`config.mk`:
```
export PLATFORM = sky130hd
export DESIGN_NAME = sadc_sequencer
export DESIGN_NICKNAME = d
export VERILOG_FILES = /design/src/rtl/sadc_pkg.sv /design/src/rtl/sadc_tick_gen.sv /design/src/rtl/sadc_sequencer.sv
export SDC_FILE = /design/constraint.sdc
export NUM_CORES = 1
export LEC_CHECK = 0
export BUFFER_PORTS_ARGS = -buffer_cell sky130_fd_sc_hd__buf_2
export CAP_MARGIN = 40
export CORE_AREA = 2 2 109 164
export CTS_BUF_LIST = sky130_fd_sc_hd__clkbuf_2
export DETAILED_ROUTE_END_ITERATION = 7
export DIE_AREA = 0 0 111 166
export SLEW_MARGIN = 10
export SYNTH_ARGS = -nofsm -noshare
export SYNTH_HDL_FRONTEND = slang
export SYNTH_SLANG_ARGS = --single-unit
export TNS_END_PERCENT = 30
```
`constraint.sdc`:
```
create_clock -name pclk -period 2.85 [get_ports pclk]
set_input_delay 0.57 -clock pclk [delete_from_list [all_inputs] [get_ports pclk]]
set_output_delay 0.57 -clock pclk [all_outputs]
set_load 0.02 [all_outputs]
```
`src/rtl/sadc_pkg.sv`:
```
// Package for the converter sequencer: register map, field positions,
// reset values and timing constants.
// Assumes a 32-bit APB slave with one aligned word per register.
package sadc_pkg;

    // ------------------------------------------------------------------
    // Register offsets (byte addresses)
    // ------------------------------------------------------------------
    localparam logic [11:0] OFS_CONTROL_MAIN = 12'h000;
    localparam logic [11:0] OFS_PORT_REF = 12'h004;
    localparam logic [11:0] OFS_TIMING_FMT = 12'h008;
    localparam logic [11:0] OFS_RESULT_HIGH = 12'h00c;
    localparam logic [11:0] OFS_RESULT_LOW = 12'h010;
    localparam logic [11:0] OFS_STATUS = 12'h014;

    // ------------------------------------------------------------------
    // Field positions
    // ------------------------------------------------------------------
    localparam int BIT_CONVERTER_ON = 0;
    localparam int BIT_GO = 1;
    localparam int POS_CHANNEL = 2;
    localparam int BIT_CALIBRATE = 7;
    localparam int POS_PORT_CFG = 0;
    localparam int BIT_VREF_POS = 4;
    localparam int BIT_VREF_NEG = 5;
    localparam int POS_CLK_SEL = 0;
    localparam int POS_ACQ = 3;
    localparam int BIT_JUSTIFY = 7;
    localparam int BIT_DONE_FLAG = 0;

    // Writable masks; unimplemented bits read as zero
    localparam logic [7:0] MASK_CONTROL_MAIN = 8'hbf;
    localparam logic [7:0] MASK_PORT_REF = 8'h3f;
    localparam logic [7:0] MASK_TIMING_FMT = 8'hbf;
    localparam logic [7:0] RESET_CONTROL = 8'h00;

    // ------------------------------------------------------------------
    // Timing
    // ------------------------------------------------------------------
    localparam int RESULT_BITS = 10;
    localparam int CONV_PERIODS = 11;
    localparam int GAP_PERIODS = 2;
    localparam int CLK_HZ = 25000000;
    localparam int RC_PERIOD_NS = 4000;
    localparam int CLK_PERIOD_NS = 1000000000 / CLK_HZ;
    localparam int RC_HALF_CYCLES = (RC_PERIOD_NS / 2) / CLK_PERIOD_NS;
    // One instruction cycle is four oscillator periods
    localparam int INSTR_CYCLES = 4;

    typedef enum logic [2:0] {
        SADC_IDLE,
        SADC_RC_DELAY,
        SADC_ACQUIRE,
        SADC_CONVERT,
        SADC_GAP
    } sadc_state_t;

endpackage

```
`src/rtl/sadc_tick_gen.sv`:
```
// Bit-period tick generator for the converter sequencer.
// Assumes pclk is the system oscillator; the RC source is modelled by a
// free counter on pclk with the typical RC period.
`timescale 1ns/1ps

module sadc_tick_gen
(
    input wire logic pclk,
    input wire logic presetn,
    input wire logic run,
    input wire logic [2:0] clk_sel,
    output logic tick
);

    logic [9:0] count;
    logic [9:0] terminal;

    always_comb
    begin
        case (clk_sel)
            3'h0: terminal = 10'h001;
            3'h4: terminal = 10'h003;
            3'h1: terminal = 10'h007;
            3'h5: terminal = 10'h00f;
            3'h2: terminal = 10'h01f;
            3'h6: terminal = 10'h03f;
            default: terminal = 10'((2 * sadc_pkg::RC_HALF_CYCLES) - 1);
        endcase
    end

    always_ff @(posedge pclk or negedge presetn)
    begin
        if (!presetn)
        begin
            count <= 10'h000;
            tick <= 1'b0;
        end
        else if (!run)
        begin
            count <= 10'h000;
            tick <= 1'b0;
        end
        else if (count >= terminal)
        begin
            count <= 10'h000;
            tick <= 1'b1;
        end
        else
        begin
            count <= count + 10'h001;
            tick <= 1'b0;
        end
    end

endmodule

```
`src/rtl/sadc_sequencer.sv`:
```
// Sequencer for a 10-bit successive-approximation converter with APB
// registers, acquisition timer, clock select and result formatting.
// Assumes the analog comparator answers cmp_high within one bit period.
`timescale 1ns/1ps

module sadc_sequencer #(
    parameter int NUM_INPUTS = 16
)
(
    input wire logic pclk,
    input wire logic presetn,
    input wire logic psel,
    input wire logic penable,
    input wire logic pwrite,
    input wire logic [11:0] paddr,
    input wire logic [31:0] pwdata,
    output logic [31:0] prdata,
    output logic pready,
    output logic pslverr,
    input wire logic sleep_req,
    input wire logic cmp_high,
    output logic [3:0] mux_channel,
    output logic sample_on,
    output logic [9:0] dac_code,
    output logic calibrate_on,
    output logic vref_neg_ext,
    output logic vref_pos_ext,
    output logic [15:0] analog_in_en,
    output logic conversion_done_flag
);

    logic [7:0] control_main;
    logic [7:0] port_ref;
    logic [7:0] timing_fmt;
    logic [7:0] result_high;
    logic [7:0] result_low;
    logic done_flag;
    sadc_pkg::sadc_state_t state;
    logic [9:0] sar;
    logic [4:0] period_cnt;
    logic [2:0] rc_cnt;
    logic tick;
    logic run;
    logic rc_sel;
    logic [4:0] acq_periods;
    logic wr_en;
    logic rd_en;
    logic addr_ok;
    logic go_set;
    logic go_clr;
    logic finish;
    logic [9:0] final_code;
    logic [15:0] next_analog;

    assign wr_en = psel && penable && pwrite;
    assign rd_en = psel && penable && !pwrite;
    assign rc_sel = timing_fmt[sadc_pkg::POS_CLK_SEL +: 2] == 2'b11;

    // in sleep only the RC source keeps ticking
    assign run = control_main[sadc_pkg::BIT_CONVERTER_ON] && (state != sadc_pkg::SADC_IDLE)
        && (state != sadc_pkg::SADC_RC_DELAY) && (!sleep_req || rc_sel);

    sadc_tick_gen u_tick
    (
        .pclk(pclk),
        .presetn(presetn),
        .run(run),
        .clk_sel(timing_fmt[sadc_pkg::POS_CLK_SEL +: 3]),
        .tick(tick)
    );

    always_comb
    begin
        case (paddr)
            sadc_pkg::OFS_CONTROL_MAIN,
            sadc_pkg::OFS_PORT_REF,
            sadc_pkg::OFS_TIMING_FMT,
            sadc_pkg::OFS_RESULT_HIGH,
            sadc_pkg::OFS_RESULT_LOW,
            sadc_pkg::OFS_STATUS: addr_ok = 1'b1;
            default: addr_ok = 1'b0;
        endcase
    end

    always_comb
    begin
        case (timing_fmt[sadc_pkg::POS_ACQ +: 3])
            3'h0: acq_periods = 5'd0;
            3'h1: acq_periods = 5'd2;
            3'h2: acq_periods = 5'd4;
            3'h3: acq_periods = 5'd6;
            3'h4: acq_periods = 5'd8;
            3'h5: acq_periods = 5'd12;
            3'h6: acq_periods = 5'd16;
            default: acq_periods = 5'd20;
        endcase
    end

    assign go_set = wr_en && (paddr == sadc_pkg::OFS_CONTROL_MAIN) && pwdata[sadc_pkg::BIT_GO]
        && !control_main[sadc_pkg::BIT_GO] && control_main[sadc_pkg::BIT_CONVERTER_ON]
        && (state == sadc_pkg::SADC_IDLE);
    assign go_clr = wr_en && (paddr == sadc_pkg::OFS_CONTROL_MAIN) && !pwdata[sadc_pkg::BIT_GO];
    assign finish = (state == sadc_pkg::SADC_CONVERT) && tick
        && (period_cnt == 5'(sadc_pkg::CONV_PERIODS - 1));

    // final trial bit resolved at finish
    always_comb
    begin
        final_code = sar;
        if (!cmp_high)
        begin
            final_code[0] = 1'b0;
        end
    end

    // ------------------------------------------------------------------
    // Control registers
    // ------------------------------------------------------------------
    // unimplemented bits masked off
    // reset returns all controls to zero
    always_ff @(posedge pclk or negedge presetn)
    begin
        if (!presetn)
        begin
            control_main <= sadc_pkg::RESET_CONTROL;
            port_ref <= sadc_pkg::RESET_CONTROL;
            timing_fmt <= sadc_pkg::RESET_CONTROL;
        end
        else
        begin
            if (wr_en && paddr == sadc_pkg::OFS_CONTROL_MAIN)
            begin
                control_main <= pwdata[7:0] & sadc_pkg::MASK_CONTROL_MAIN;
                control_main[sadc_pkg::BIT_GO] <= go_set || (control_main[sadc_pkg::BIT_GO]
                    && pwdata[sadc_pkg::BIT_GO] && pwdata[sadc_pkg::BIT_CONVERTER_ON]);
            end
            else if (finish || !control_main[sadc_pkg::BIT_CONVERTER_ON])
            begin
                control_main[sadc_pkg::BIT_GO] <= 1'b0;
            end
            // calibration request consumed by the conversion
            if (finish)
            begin
                control_main[sadc_pkg::BIT_CALIBRATE] <= 1'b0;
            end
            if (wr_en && paddr == sadc_pkg::OFS_PORT_REF)
            begin
                port_ref <= pwdata[7:0] & sadc_pkg::MASK_PORT_REF;
            end
            if (wr_en && paddr == sadc_pkg::OFS_TIMING_FMT)
            begin
                timing_fmt <= pwdata[7:0] & sadc_pkg::MASK_TIMING_FMT;
            end
        end
    end

    // ------------------------------------------------------------------
    // Sequencer
    // ------------------------------------------------------------------
    always_ff @(posedge pclk or negedge presetn)
    begin
        if (!presetn)
        begin
            state <= sadc_pkg::SADC_IDLE;
            period_cnt <= 5'd0;
            rc_cnt <= 3'd0;
            sar <= 10'h000;
        end
        else if (!control_main[sadc_pkg::BIT_CONVERTER_ON] || (go_clr && state != sadc_pkg::SADC_GAP
            && state != sadc_pkg::SADC_IDLE))
        begin
            state <= control_main[sadc_pkg::BIT_CONVERTER_ON] ? sadc_pkg::SADC_GAP : sadc_pkg::SADC_IDLE;
            period_cnt <= 5'd0;
            sar <= 10'h000;
        end
        else
        begin
            case (state)
                sadc_pkg::SADC_IDLE:
                begin
                    if (go_set)
                    begin
                        if (rc_sel)
                        begin
                            state <= sadc_pkg::SADC_RC_DELAY;
                        end
                        else if (acq_periods != 5'd0)
                        begin
                            state <= sadc_pkg::SADC_ACQUIRE;
                        end
                        else
                        begin
                            state <= sadc_pkg::SADC_CONVERT;
                            sar <= 10'h200;
                        end
                        rc_cnt <= 3'd0;
                        period_cnt <= 5'd0;
                    end
                end
                sadc_pkg::SADC_RC_DELAY:
                begin
                    if (rc_cnt == 3'(sadc_pkg::INSTR_CYCLES - 1))
                    begin
                        state <= (acq_periods != 5'd0) ? sadc_pkg::SADC_ACQUIRE : sadc_pkg::SADC_CONVERT;
                        sar <= 10'h200;
                    end
                    rc_cnt <= rc_cnt + 3'd1;
                end
                sadc_pkg::SADC_ACQUIRE:
                begin
                    if (tick)
                    begin
                        if (period_cnt == acq_periods - 5'd1)
                        begin
                            state <= sadc_pkg::SADC_CONVERT;
                            period_cnt <= 5'd0;
                            sar <= 10'h200;
                        end
                        else
                        begin
                            period_cnt <= period_cnt + 5'd1;
                        end
                    end
                end
                sadc_pkg::SADC_CONVERT:
                begin
                    if (tick)
                    begin
                        if (finish)
                        begin
                            state <= sadc_pkg::SADC_GAP;
                            period_cnt <= 5'd0;
                        end
                        else
                        begin
                            if (period_cnt >= 5'd1 && period_cnt <= 5'd9)
                            begin
                                sar[10 - period_cnt] <= cmp_high;
                                sar[9 - period_cnt] <= 1'b1;
                            end
                            period_cnt <= period_cnt + 5'd1;
                        end
                    end
                end
                sadc_pkg::SADC_GAP:
                begin
                    if (tick)
                    begin
                        if (period_cnt == 5'(sadc_pkg::GAP_PERIODS - 1))
                        begin
                            state <= sadc_pkg::SADC_IDLE;
                        end
                        period_cnt <= period_cnt + 5'd1;
                    end
                end
                default:
                begin
                    state <= sadc_pkg::SADC_IDLE;
                end
            endcase
        end
    end

    // ------------------------------------------------------------------
    // Result pair and done flag
    // ------------------------------------------------------------------
    // result pair is not reset, so it holds its old contents
    always_ff @(posedge pclk)
    begin
        if (finish)
        begin
            if (timing_fmt[sadc_pkg::BIT_JUSTIFY])
            begin
                result_high <= {6'h00, final_code[9:8]};
                result_low <= final_code[7:0];
            end
            else
            begin
                result_high <= final_code[9:2];
                result_low <= {final_code[1:0], 6'h00};
            end
        end
        else if (wr_en && paddr == sadc_pkg::OFS_RESULT_HIGH)
        begin
            result_high <= pwdata[7:0];
        end
        else if (wr_en && paddr == sadc_pkg::OFS_RESULT_LOW)
        begin
            result_low <= pwdata[7:0];
        end
    end

    // Set wins over a simultaneous software clear
    always_ff @(posedge pclk or negedge presetn)
    begin
        if (!presetn)
        begin
            done_flag <= 1'b0;
        end
        else if (finish)
        begin
            done_flag <= 1'b1;
        end
        else if (wr_en && paddr == sadc_pkg::OFS_STATUS && pwdata[sadc_pkg::BIT_DONE_FLAG])
        begin
            done_flag <= 1'b0;
        end
    end

    // ------------------------------------------------------------------
    // Analog controls
    // ------------------------------------------------------------------
    // top-down digital selection per input
    genvar gi;
    generate
        for (gi = 0; gi < 16; gi++)
        begin : g_pin
            // Code zero keeps all analog; code k turns the top k+1 inputs digital
            assign next_analog[gi] = (gi < NUM_INPUTS)
                && (port_ref[sadc_pkg::POS_PORT_CFG +: 4] == 4'h0
                || gi < 15 - int'(port_ref[sadc_pkg::POS_PORT_CFG +: 4]));
        end
    endgenerate

    always_ff @(posedge pclk or negedge presetn)
    begin
        if (!presetn)
        begin
            mux_channel <= 4'h0;
            sample_on <= 1'b0;
            dac_code <= 10'h000;
            calibrate_on <= 1'b0;
            vref_neg_ext <= 1'b0;
            vref_pos_ext <= 1'b0;
            analog_in_en <= 16'h0000;
            conversion_done_flag <= 1'b0;
        end
        else
        begin
            mux_channel <= control_main[sadc_pkg::POS_CHANNEL +: 4];
            sample_on <= control_main[sadc_pkg::BIT_CONVERTER_ON]
                && (state == sadc_pkg::SADC_IDLE || state == sadc_pkg::SADC_ACQUIRE
                || state == sadc_pkg::SADC_RC_DELAY);
            // ten-bit trial code to the DAC
            dac_code <= sar;
            calibrate_on <= control_main[sadc_pkg::BIT_CALIBRATE] && state == sadc_pkg::SADC_CONVERT;
            vref_neg_ext <= port_ref[sadc_pkg::BIT_VREF_NEG];
            vref_pos_ext <= port_ref[sadc_pkg::BIT_VREF_POS];
            analog_in_en <= next_analog;
            conversion_done_flag <= done_flag;
        end
    end

    // ------------------------------------------------------------------
    // APB read path
    // ------------------------------------------------------------------
    always_ff @(posedge pclk or negedge presetn)
    begin
        if (!presetn)
        begin
            prdata <= 32'h0000_0000;
            pready <= 1'b0;
            pslverr <= 1'b0;
        end
        else
        begin
            pready <= psel && !penable;
            pslverr <= psel && !penable && !addr_ok;
            prdata <= 32'h0000_0000;
            if (psel && !penable && !pwrite)
            begin
                case (paddr)
                    sadc_pkg::OFS_CONTROL_MAIN: prdata[7:0] <= control_main;
                    sadc_pkg::OFS_PORT_REF: prdata[7:0] <= port_ref;
                    sadc_pkg::OFS_TIMING_FMT: prdata[7:0] <= timing_fmt;
                    sadc_pkg::OFS_RESULT_HIGH: prdata[7:0] <= result_high;
                    sadc_pkg::OFS_RESULT_LOW: prdata[7:0] <= result_low;
                    sadc_pkg::OFS_STATUS: prdata[0] <= done_flag;
                    default: prdata <= 32'h0000_0000;
                endcase
            end
        end
    end

endmodule

```
==> results by group <==
Floorplan
  • Die Y: 166 µm
  • Initial core utilization: 0.343
  • Die Width: 111 µm
  • Core Area: 17100 µm²
  • Die ar.: 18400 µm²
  • # IOs: 120
  • Row count: 59

Clocking
  • Clock Sinks: between 100 and 150
  • CTS Root Cell: clkbuf_2
  • TritonCTS Buffers: 17
  • Clk_lat worst skew: 680 ps
  • Clock buffer depth: 2
  • Clk pin slew, worst setup/hold paths: 200 ps
  • TritonCTS clock tree: done
  • CTS Hold Bufs: 1
  • Postcts setup bufs: 0
  • CTS resizes: 0
  • Htree depth: 4

Logic synthesis
  • Avg Inst Size Synth: 10.6 µm²
  • Multiplexer area fraction after synthesis: 0.0655
  • Yosys warns: 0
  • Synth area leader: dfrtp_1
  • Synth Area in Compound Gates: 0.157
  • Synth top area share: 0.419
  • Top FF cell, synth: dfrtp_1
  • Synth Area in XOR/XNOR: 0.0165
  • Synth top area cells: dfrtp_1, edfxtp_1, ha_1
  • Yosys cell types: 62
  • Largest family of logic cells by synthesized area: compound AO/OA/AOI/OAI gates
  • Post-synthesis register bit count: 114
  • Post-synth EDFFs: 16
  • Synth Area in Simple Gates: 0.154
  • Cells after Synth: approximately 550
  • Sequential area share after synthesis: 0.501
  • Async SR Flop Fraction: 0.860
  • Synth Area in Adders: 0.0385
  • Synthesized cell area: roughly 6000 µm²

Routing
  • Vias per cell: 5.25
  • Uppermost layer routed: met4
  • Via count: 4577
  • Final ANT Viol Nets: 0
  • Met3 routed WL: ~750 µm
  • Metal-1 WL: 5.22 mm
  • Drc violations: 0
  • DRT iter0 DRCs: 250
  • Met2 WL post-DR: 7.75 mm
  • WL/cell: 16.2 µm
  • Detailed Route WL: 14.1 mm
  • Drt pass-1 iters: 6

Min path
  • Worst hold path class: in -> reg

STA
  • RSZ-0062 raised after global routing: false
  • Worst hold margin: 180 ps
  • Fmax: 388 MHz
  • Max-slew headroom: 0.463
  • Post-route setup TNS: 0 ps
  • Clk_skew: 31.3 ps
  • Hold Vio Cnt, Final: 0
  • Final Critical Period: 2580 ps
  • Least-Margin Pin Slew: 795 ps
  • Period utilization: 0.904
  • Final Setup Violations: 0
  • Final Slew Violations: 0

Setup path
  • CP startpoint: period_cnt[0]
  • CP Launch Type: register
  • Crit path to: result_low[3]
  • Cell with the largest stage delay on the worst path: dfrtp_1
  • Critical R2R Launch: period_cnt[0]
  • Max incr delay on CP: 430 ps
  • WP depth: 8
  • Delay-heaviest family, CP: simple AND/OR/NAND/NOR gates
  • Setup crit end kind: register
  • CP max FO: 22
  • Crit-path cells: inv_1 -> ha_1 -> nor2b_1 -> and3_1 -> nand2_1 -> buf_4 -> nor2_1 -> a22o_1
  • CP required: 3400 ps
  • WP data arrival: 3130 ps
  • Worst reg2reg setup slack: 270 ps
  • Kind of critical path: reg -> reg
  • Reg-to-reg endpoint: result_low[3]
  • Worst Reg-to-Reg Cells: 8
  • Worst Path Buf+Inv: 2

Placement
  • Routability cong.: approximately 0.84
  • Placed wire-length estimate: ~11 mm
  • # port buffers: 71

Finish
  • Nets: approximately 710
  • Synthesis-to-finish area growth: 14.7%
  • Share of cells above drive strength 1: 0.252
  • Commonest non-fill, non-tap cell in the layout: dfrtp_1
  • Commonest cells after routing, fill and taps aside: dfrtp_1, buf_2, nand2_1, nor2_1, buf_4

Power
  • Maximum vdd drop: roughly 0.00024 V
  • Leakage: 2.98 nW
  • Pwr dens: between 400 and 500 nW/µm²

Global route
  • Total Routing Usage GR: 0.154
  • Vias in the first global route: 4632
  • First-pass GRT wire length: 23.0 mm
  • Initial antenna violation count: 1
  • GRT Residual Overflow: 0
  • Largest net degree at the start of global routing: 46

Run
  • Max cap viols: 0

Run status
  • Run status: finished, final reports clean
cells in the mapped netlist (all sizes together) (8+ instances only):
library cell / count
nor3: 17
a22o: 9
dfrtp: 98
a21oi: 23
inv: 19
nand3: 17
edfxtp: 16
a22oi: 10
o21ai: 28
ha: 18
buf: 28
and3: 9
nor2: 35
mux2: 24
clkbuf: 25
a211oi: 9
mux2i: 9
nand2b: 17
nor2b: 8
nand2: 40
cell type report:
cell class / instances / area, µm²
clock buffers: 19 / 95.1
inverters: 19 / 71.3
clock inverters: 13 / 113
multi-input cells: 391 / 2620
flip-flops and latches: 114 / 2930
diodes: 1 / 2.50
fillers: 1619 / 10300
well taps: 213 / 267
repair buffers: 102 / 606
logic make-up (layout without fill, tap and decap cells):
group                    count (synthesis)  count (layout)
AO/OA/AOI/OAI                          130             130
buffers and inverters                   72             153
AND/OR/NAND/NOR                        173             173
adder cells (fa/ha/maj)                 18              18
other                                    1              27
flip-flops                             114             114
multiplexers                            33              33
XOR/XNOR                                11              11
registers in the layout, summed over array words and instances, names as in the netlist, 6 cells and up:
| register | flops |
|---|---|
| analog_in_en | 16 |
| dac_code | 10 |
| prdata | 8 |
| sar | 10 |
| timing_fmt | 7 |
| port_ref | 6 |
| result_high | 8 |
| control_main | 7 |
| result_low | 8 |
| u_tick.count | 10 |
worst reg2reg max path, delay by kind of cell (launching register included):
kind	cells	cell delay (ps)
AOI/OAI and AO/OA	1	180
DFF	1	430
and+or+nand+nor	4	1100
adders and majority gates	1	320
buffers and inverters	2	440
through the flow:
step / util / setup slack (ps) / std cells / cell area (µm²) / power [mW]
after global placement: 0.381 / -116 / 838 / 6490 / 1.82
after CTS: 0.393 / 303 / 871 / 6710 / 2.79
after floorplan: - / 15.4 / 577 / 5940 / 1.77
after global routing: 0.393 / 97.4 / 872 / 6710 / 2.87
after detailed placement: 0.381 / -142 / 838 / 6490 / 1.82
final: 0.393 / 273 / 872 / 6710 / 2.76
where the power goes:
group	internal, mW	total, mW	switching [mW]
registers	1.65	1.66	0.00165
clock network	0.318	0.968	0.649
logic	0.0400	0.135	0.0946
layer usage:
layer  global-route usage  vias to the layer above
met5                    0                        -
met4               0.0772                        0
met3               0.0310                       26
met2                0.288                      178
met1                0.162                     2227
li1                     -                     2146
how the worst min path moves through the flow:
| stage | start | end | slack, ps | depth (start not counted) |
|---|---|---|---|---|
| finish | pwdata[5] | port_ref[5] | 180 | 2 |
| global route | pwdata[5] | port_ref[5] | 120 | 2 |
| CTS | pwdata[5] | port_ref[5] | 140 | 2 |
| detailed placement | port_ref[4] | vref_pos_ext | 390 | 0 |
| global placement | control_main[2] | mux_channel[0] | 390 | 0 |
| floorplan | presetn | analog_in_en[0] | 270 | 0 |
Power figures use the tool's default switching activity.
